### src/rtl/slic_regs.svh
`ifndef SLIC_REGS_SVH
`define SLIC_REGS_SVH
`define SLIC_SEGMENTS      4
`define SLIC_SUBSEGS       8
`define SLIC_WORDS_PER_SUB 4
`define SLIC_TAG_W         22
`define SLIC_WADDR_W       28
`define SLIC_PC_LSB_ZERO   4
`define SLIC_SUB_LSB       7
`define SLIC_WORD_LSB      5
`define SLIC_TAG_LSB       10
`define SLIC_LRU_RESET     8'hE4
`endif

### src/rtl/slic_pkg.sv
package slic_pkg;
	typedef logic [1:0]  slic_seg_t;
	typedef logic [21:0] slic_tag_t;
	typedef logic [2:0]  slic_sub_t;
	typedef logic [1:0]  slic_word_t;
	typedef enum logic [4:0] {
		ST_IDLE  = 5'h01,
		ST_ADDR  = 5'h02,
		ST_LATCH = 5'h04,
		ST_DATA  = 5'h08,
		ST_DONE  = 5'h10
	} slic_state_t;
endpackage

### src/rtl/slic_cache.sv
`timescale 1ns/1ns
`default_nettype none
`include "slic_regs.svh"
// Contract
// - Store 512 bytes as four segments of 128 bytes.
// - Each segment has a 22-bit base tag compared against fetch address.
// - Eight subsegments per segment, four 32-bit long words each.
// - Hit needs tag match and the addressed subsegment valid flag.
// - Memory fill only on a miss; hits make no memory traffic.
// - On full tag miss replace the least recently used segment.
// - Usage kept in a four-entry two-bit stack; used goes on top.
// - Each fill loads one whole subsegment; others stay unfilled.
// - Lookup, fill and replacement are automatic and transparent.
// - PC is a bit address; its lowest four bits are ignored as zero.
// - Drive 28-bit word address valid by address strobe falling edge.
// - With narrow bus low, two word accesses per long word via bit 0.
// - Host flush request clears all valid flags, but only while seen in the idle state.
module slic_cache (
	input  wire logic        MCLK_I,
	input  wire logic        RSTN_I,
	input  wire logic        FETCH_REQ_I,
	input  wire logic [31:0] FETCH_PC_I,
	output logic             FETCH_ACK_O,
	output logic [15:0]      FETCH_INSTR_O,
	input  wire logic        FLUSH_REQ_I,
	output logic             MEM_REQ_O,
	input  wire logic        MEM_RDY_I,
	input  wire logic        NARROW_BUS_N_I,
	output logic             ADDRESS_LATCH_STROBE_O,
	input  wire logic [31:0] LOCAL_ADDR_DATA_BUS_I,
	output logic [31:0]      LOCAL_ADDR_DATA_BUS_O,
	output logic             LOCAL_ADDR_DATA_BUS_OE_O
);
	import slic_pkg::*;
	localparam int NSEG = `SLIC_SEGMENTS;
	localparam int NSUB = `SLIC_SUBSEGS;
	localparam int NWRD = `SLIC_WORDS_PER_SUB;

	logic [31:0]  mem_array [NSEG*NSUB*NWRD];
	slic_tag_t    tag_reg [NSEG];
	logic [NSUB-1:0] valid_reg [NSEG];
	slic_state_t  state_reg;
	slic_seg_t    fill_seg_reg;
	slic_tag_t    fill_tag_reg;
	slic_sub_t    fill_sub_reg;
	slic_word_t   fill_word_reg;
	logic         fill_half_reg;
	logic [15:0]  low_half_reg;
	logic         narrow_s1_reg;
	logic         narrow_reg;
	logic         rdy_s1_reg;
	logic         rdy_reg;
	logic         flush_s1_reg;
	logic         flush_reg;
	logic [31:0]  bus_s1_reg;
	logic [31:0]  bus_reg;

	function automatic logic [6:0] word_index(slic_seg_t s, slic_sub_t b,
		slic_word_t w);
		word_index = {s, b, w};
	endfunction

	// Bits 3:0 of the bit address are ignored so they act as zero.
	slic_tag_t  pc_tag;
	slic_sub_t  pc_sub;
	slic_word_t pc_word;
	logic       pc_half;
	assign pc_tag  = FETCH_PC_I[31:`SLIC_TAG_LSB];
	assign pc_sub  = FETCH_PC_I[`SLIC_TAG_LSB-1:`SLIC_SUB_LSB];
	assign pc_word = FETCH_PC_I[`SLIC_SUB_LSB-1:`SLIC_WORD_LSB];
	assign pc_half = FETCH_PC_I[`SLIC_PC_LSB_ZERO];

	logic [NSEG-1:0] tag_match;
	logic       any_match;
	slic_seg_t  match_seg;
	logic       hit;
	always_comb begin
		any_match = 1'b0;
		match_seg = 2'h0;
		for (int s = 0; s < NSEG; s++) begin
			tag_match[s] = (tag_reg[s] == pc_tag);
			if (tag_match[s] && !any_match) begin
				any_match = 1'b1;
				match_seg = slic_seg_t'(s);
			end
		end
	end
	assign hit = any_match && valid_reg[match_seg][pc_sub];

	slic_seg_t lru_seg;
	logic      lru_touch;
	slic_seg_t lru_touch_seg;
	logic      start_fill;
	assign start_fill = (state_reg == ST_IDLE) && FETCH_REQ_I && !hit &&
		!flush_reg;
	assign lru_touch = (state_reg == ST_IDLE) && FETCH_REQ_I && !flush_reg &&
		(hit || start_fill);
	assign lru_touch_seg = any_match ? match_seg : lru_seg;

	slic_lru u_lru (
		.MCLK_I  (MCLK_I),
		.RSTN_I  (RSTN_I),
		.touch_i (lru_touch),
		.seg_i   (lru_touch_seg),
		.lru_o   (lru_seg)
	);

	always_ff @(posedge MCLK_I or negedge RSTN_I) begin
		if (!RSTN_I) begin
			narrow_s1_reg <= 1'b1;
			narrow_reg    <= 1'b1;
			rdy_s1_reg    <= 1'b0;
			rdy_reg       <= 1'b0;
			flush_s1_reg  <= 1'b0;
			flush_reg     <= 1'b0;
			bus_s1_reg    <= 32'h0;
			bus_reg       <= 32'h0;
		end else begin
			narrow_s1_reg <= NARROW_BUS_N_I;
			narrow_reg    <= narrow_s1_reg;
			rdy_s1_reg    <= MEM_RDY_I;
			rdy_reg       <= rdy_s1_reg;
			flush_s1_reg  <= FLUSH_REQ_I;
			flush_reg     <= flush_s1_reg;
			bus_s1_reg    <= LOCAL_ADDR_DATA_BUS_I;
			bus_reg       <= bus_s1_reg;
		end
	end

	// Data is taken when the synchronized ready falls so the bus copy has caught up.
	logic rdy_d_reg;
	always_ff @(posedge MCLK_I or negedge RSTN_I) begin
		if (!RSTN_I)
			rdy_d_reg <= 1'b0;
		else
			rdy_d_reg <= rdy_reg;
	end
	logic data_take;
	assign data_take = (state_reg == ST_DATA) && rdy_d_reg && !rdy_reg;
	logic last_beat;
	assign last_beat = (fill_word_reg == 2'h3) && (narrow_reg || fill_half_reg);

	always_ff @(posedge MCLK_I or negedge RSTN_I) begin
		if (!RSTN_I) begin
			state_reg <= ST_IDLE;
		end else begin
			case (state_reg)
				ST_IDLE:  if (start_fill) state_reg <= ST_ADDR;
				ST_ADDR:  state_reg <= ST_LATCH;
				ST_LATCH: state_reg <= ST_DATA;
				ST_DATA:  if (data_take)
					state_reg <= last_beat ? ST_DONE : ST_ADDR;
				ST_DONE:  state_reg <= ST_IDLE;
				default:  state_reg <= ST_IDLE;
			endcase
		end
	end

	always_ff @(posedge MCLK_I or negedge RSTN_I) begin
		if (!RSTN_I) begin
			fill_seg_reg  <= 2'h0;
			fill_tag_reg  <= 22'h0;
			fill_sub_reg  <= 3'h0;
			fill_word_reg <= 2'h0;
			fill_half_reg <= 1'b0;
			low_half_reg  <= 16'h0;
		end else if (start_fill) begin
			fill_seg_reg  <= lru_touch_seg;
			fill_tag_reg  <= pc_tag;
			fill_sub_reg  <= pc_sub;
			fill_word_reg <= 2'h0;
			fill_half_reg <= 1'b0;
		end else if (data_take) begin
			if (!narrow_reg && !fill_half_reg) begin
				fill_half_reg <= 1'b1;
				low_half_reg  <= bus_reg[15:0];
			end else begin
				fill_half_reg <= 1'b0;
				fill_word_reg <= fill_word_reg + 2'h1;
			end
		end
	end

	logic [31:0] fill_data;
	assign fill_data = narrow_reg ? bus_reg : {bus_reg[15:0], low_half_reg};
	always_ff @(posedge MCLK_I) begin
		if (data_take && (narrow_reg || fill_half_reg))
			mem_array[word_index(fill_seg_reg, fill_sub_reg, fill_word_reg)]
				<= fill_data;
	end

	always_ff @(posedge MCLK_I or negedge RSTN_I) begin
		if (!RSTN_I) begin
			for (int s = 0; s < NSEG; s++) begin
				tag_reg[s]   <= 22'h0;
				valid_reg[s] <= 8'h00;
			end
		end else if (flush_reg && state_reg == ST_IDLE) begin
			for (int s = 0; s < NSEG; s++)
				valid_reg[s] <= 8'h00;
		end else if (start_fill) begin
			tag_reg[lru_touch_seg] <= pc_tag;
			if (!any_match)
				valid_reg[lru_touch_seg] <= 8'h00;
			else
				valid_reg[lru_touch_seg][pc_sub] <= 1'b0;
		end else if (state_reg == ST_DONE) begin
			valid_reg[fill_seg_reg][fill_sub_reg] <= 1'b1;
		end
	end

	always_ff @(posedge MCLK_I or negedge RSTN_I) begin
		if (!RSTN_I) begin
			FETCH_ACK_O   <= 1'b0;
			FETCH_INSTR_O <= 16'h0;
		end else begin
			FETCH_ACK_O <= (state_reg == ST_IDLE) && FETCH_REQ_I && hit &&
				!flush_reg && !FETCH_ACK_O;
			if (hit) begin
				FETCH_INSTR_O <= pc_half ?
					mem_array[word_index(match_seg, pc_sub, pc_word)][31:16] :
					mem_array[word_index(match_seg, pc_sub, pc_word)][15:0];
			end
		end
	end

	logic [27:0] word_addr;
	assign word_addr = {fill_tag_reg, fill_sub_reg, fill_word_reg,
		fill_half_reg};
	always_ff @(posedge MCLK_I or negedge RSTN_I) begin
		if (!RSTN_I) begin
			MEM_REQ_O                <= 1'b0;
			ADDRESS_LATCH_STROBE_O   <= 1'b1;
			LOCAL_ADDR_DATA_BUS_O    <= 32'h0;
			LOCAL_ADDR_DATA_BUS_OE_O <= 1'b0;
		end else begin
			MEM_REQ_O <= (state_reg == ST_ADDR) || (state_reg == ST_LATCH) ||
				(state_reg == ST_DATA);
			ADDRESS_LATCH_STROBE_O <= !(state_reg == ST_LATCH);
			LOCAL_ADDR_DATA_BUS_OE_O <= (state_reg == ST_ADDR) ||
				(state_reg == ST_LATCH);
			LOCAL_ADDR_DATA_BUS_O <= {word_addr, 4'h0};
		end
	end
endmodule // slic_cache
`default_nettype wire

### src/rtl/slic_lru.sv
`timescale 1ns/1ns
`default_nettype none
`include "slic_regs.svh"
module slic_lru (
	input  wire logic                 MCLK_I,
	input  wire logic                 RSTN_I,
	input  wire logic                 touch_i,
	input  wire slic_pkg::slic_seg_t  seg_i,
	output var  slic_pkg::slic_seg_t  lru_o
);
	import slic_pkg::*;
	// Stack entry 0 is most recent, entry 3 least recent.
	logic [7:0] stack_reg;
	logic [7:0] stack_next;
	always_comb begin
		logic hit_seen;
		hit_seen = 1'b0;
		stack_next = stack_reg;
		stack_next[1:0] = seg_i;
		for (int i = 1; i < 4; i++) begin
			if (stack_reg[2*(i-1) +: 2] == seg_i)
				hit_seen = 1'b1;
			if (!hit_seen)
				stack_next[2*i +: 2] = stack_reg[2*(i-1) +: 2];
		end
	end
	always_ff @(posedge MCLK_I or negedge RSTN_I) begin
		if (!RSTN_I)
			stack_reg <= `SLIC_LRU_RESET;
		else if (touch_i)
			stack_reg <= stack_next;
	end
	assign lru_o = stack_reg[7:6];
endmodule // slic_lru
`default_nettype wire

### config.mk
export PLATFORM = sky130hd
export DESIGN_NAME = slic_cache
export DESIGN_NICKNAME = d
export VERILOG_FILES = /design/src/rtl/slic_pkg.sv /design/src/rtl/slic_cache.sv /design/src/rtl/slic_lru.sv
export VERILOG_INCLUDE_DIRS = /design/src /design/src/rtl
export SDC_FILE = /design/constraint.sdc
export NUM_CORES = 2
export LEC_CHECK = 0
export ABC_AREA = 0
export BUFFER_PORTS_ARGS = -buffer_cell sky130_fd_sc_hd__buf_2
export CORE_AREA = 2 2 513 515
export CTS_BUF_LIST = sky130_fd_sc_hd__clkbuf_8
export CTS_CLUSTER_SIZE = 25
export DETAILED_ROUTE_END_ITERATION = 12
export DIE_AREA = 0 0 515 517
export PLACE_DENSITY = 0.78
export SYNTH_ARGS = -nofsm -noshare
export SYNTH_HDL_FRONTEND = slang
export SYNTH_SLANG_ARGS = --single-unit
### constraint.sdc
create_clock -name MCLK_I -period 5.3 [get_ports MCLK_I]
set_input_delay 0.795 -clock MCLK_I [delete_from_list [all_inputs] [get_ports MCLK_I]]
set_output_delay 0.795 -clock MCLK_I [all_outputs]
set_load 0.05 [all_outputs]
==> impl_metrics.tcl <==
set metrics [dict create \
    postCtsSetupBuffers 0 \
    dieHeight_um 517 \
    path_clk_slew_ns 0.07 \
    place_congestion 0.922 \
    final_report_max_slew_violation_count 0 \
    ios 122 \
    number_of_max_cap_violations 0 \
    finalHoldViolations 0 \
    drt_drc_violations_left 0 \
    synth-async-reset-ratio 0.0678 \
    ctsHtreeMaxLevel 6 \
    via_per_inst 7.07 \
    place.detailed.instances 10970 \
    synthesis.area_um2 166000 \
    first_pass_drt_iterations 6 \
    synth_flop_cell "edfxtp_1" \
    drt.antenna.violating_nets 0 \
    fp.coreArea_um2 261000 \
    place_hpwl_um 257000 \
    core.rowCount 188 \
    final_sum_of_negative_setup_slack_ns 0 \
    initial_utilization 0.636 \
    total_die_area_um2 266000 \
    final_wirelength_um 448000 \
    setup_repair_after_global_routing_missed_its_margin "no" \
    number_of_antenna_violations_at_the_first_check_in_global_routing 27 \
    most_common_library_cell_in_the_layout_ignoring_fill_and_taps "edfxtp_1" \
    n_fill_cell 14079 \
    critPathRequiredTime_ns 6.03 \
    clock_sinks 4394 \
    clock_insertion_delay_worst_skew_ns 1.09 \
    leading_cell_types_in_the_layout_fill_and_taps_excluded "4096 x edfxtp_1, 977 x mux4_2, 679 x clkbuf_8, 365 x a22oi_1, 364 x buf_4" \
    synth_enable_flop_cells 4096 \
    ys_warn_count 0 \
    dr.first_iter.drc_count 14152 \
    leakagePower_uw 0.0607 \
    crit_path_time_final_ns 4.51 \
    critical_path.max_fanout 17 \
    criticalPathCategory "flop to flop" \
    tritoncts "done" \
    grt_max_degree 119 \
    largest_register_ff_count 4096 \
    worstHoldPathType "input pin to flop" \
    power.ir.vdd_worst_mv 0.300 \
    crit_share_post_route 0.851 \
    max_freq_mhz 222 \
    power_density_nw_per_um2 362 \
    synth_area_per_cell_um2 22.4 \
    crit_path_end_kind "flop" \
    nNetsFinal 8313 \
    cp.arrival_ns 5.24 \
    post_layout_nonfiller_instances 12195 \
    ys_ff_latch 4394 \
    post_synth_inst_count 7433 \
    die_x_um 515 \
    grt_remaining_overflow 0 \
    worst_setup_path_start_kind "flop" \
    root_buffer "clkbuf_8" \
    routedWlPerCell_um 36.8 \
    cts_repair_resize_count 0 \
    timing.final.setup_violations 0 \
    synth.lib_cells_used.distinct 64 \
    run_status "finished clean" \
    tritoncts.num_buffers 654 \
    cts-hold-fix-buffers 36 \
    flow.area_growth_from_synthesis_pct 12.4 \
    timing.max_slew.rel_slack 0.0759 \
    portBuffers 113 \
    via_count 86220 \
    grt_first_pass_wirelength_um 629000 \
    cts-root-to-sink-buffers 4 \
    place_ws_ns 0.294 \
    setup.reg_to_reg.worst_slack_ns 0.79 \
    post_synthesis_sequential_area_ratio 0.785 \
    timing_worst_slew_pin_value_ns 1.39 \
    setup_slack_ns 0.788 \
    clock_skew_ns 0.0781 \
    drive_above_1_share 0.300 \
    grt_pass1_vias 85648 \
    grt_util_all_layers 0.339 \
]
## cell type report
| type | instances | area [um2] | share of cell area |
|---|---|---|---|
| Tap cell | 3420 | 4280 | 0.0229 |
| Inverter | 12 | 45.0 | 0.000241 |
| Clock inverter | 496 | 2500 | 0.0134 |
| Timing Repair Buffer | 576 | 4950 | 0.0265 |
| Clock buffer | 679 | 9350 | 0.0500 |
| Multi-Input combinational cell | 2604 | 35200 | 0.188 |
| Sequential cell | 4394 | 130000 | 0.698 |
| Antenna cell | 14 | 35.0 | 0.000188 |
## cell families after synthesis
group	Yosys count	synth area share
DFF	4394	0.785
muxes	1278	0.152
and+or+nand+nor	507	0.0150
other	1	0.0000226
adders and majority gates	1	0.0000753
AOI/OAI and AO/OA	719	0.0323
xor gates and xnor gates	95	0.00501
buffers and inverters	438	0.0104
## final timing paths
path                                 from           endpoint  depth (start not counted)
setup / recovery             state_reg[4]  mem_array[20][29]                         10
hold / removal             FETCH_PC_I[30]   fill_tag_reg[20]                          2
setup reg to reg             state_reg[4]  mem_array[20][29]                         10
hold reg to reg             bus_s1_reg[1]         bus_reg[1]                          0
max in group asynchronous          RSTN_I        tag_reg[44]                          3
min in group asynchronous          RSTN_I         bus_reg[9]                          2
## cells in the mapped netlist (all sizes together) (25+ instances only)
cell type     n  share of area
mux2i       102         0.0061
nand2        73         0.0016
xnor2        70         0.0037
mux2        199          0.013
buf         167         0.0043
nand4       107         0.0040
edfxtp     4096           0.74
o21ai        56         0.0017
a22o         60         0.0032
clkbuf      259         0.0059
dfrtp       290          0.044
a221oi       62         0.0033
o22ai        25        0.00094
a21oi        52         0.0016
nor2        189         0.0043
a22oi       365          0.016
nor3         54         0.0017
mux4        977           0.13
xor2         25         0.0013
## report_power, final
part / internal [uW] / switching, uW / leakage, uW
clock network: 12500 / 12800 / 0.00686
registers: 38300 / 146 / 0.0409
logic: 1280 / 2660 / 0.0130
total: 52100 / 15600 / 0.0607
## critical path: stages (launching register included)
cell	delay, ns
dfrtp_1	0.42
nor3_1	0.29
nand3b_1	0.19
nor2b_1	0.31
nor2b_1	0.20
buf_4	0.21
nor2b_1	0.41
nand2_2	0.53
buf_4	0.42
nor2_4	0.81
buf_12	0.30
## per-stage QoR
step / total power [uW] / utilization / hold slack, ns / instance area (um2)
2_1_floorplan: 41300 / - / 0.331 / 166000
3_3_place_gp: 42800 / 0.669 / 0.336 / 175000
3_5_place_dp: 43000 / 0.669 / 0.335 / 175000
4_1_cts: 67700 / 0.715 / 0.0250 / 187000
5_1_grt: 69400 / 0.715 / 0.0587 / 187000
6_report: 67700 / 0.715 / 0.0763 / 187000
## metal layers
layer / part of all wire / vias up / global-route usage
met5: 0.00034 / - / 0
met1: 0.34 / 44438 / 0.468
met2: 0.46 / 7220 / 0.513
met3: 0.15 / 1151 / 0.0959
li1: - / 33391 / -
met4: 0.052 / 20 / 0.155
Note: power is estimated with default switching activity, not from simulation.
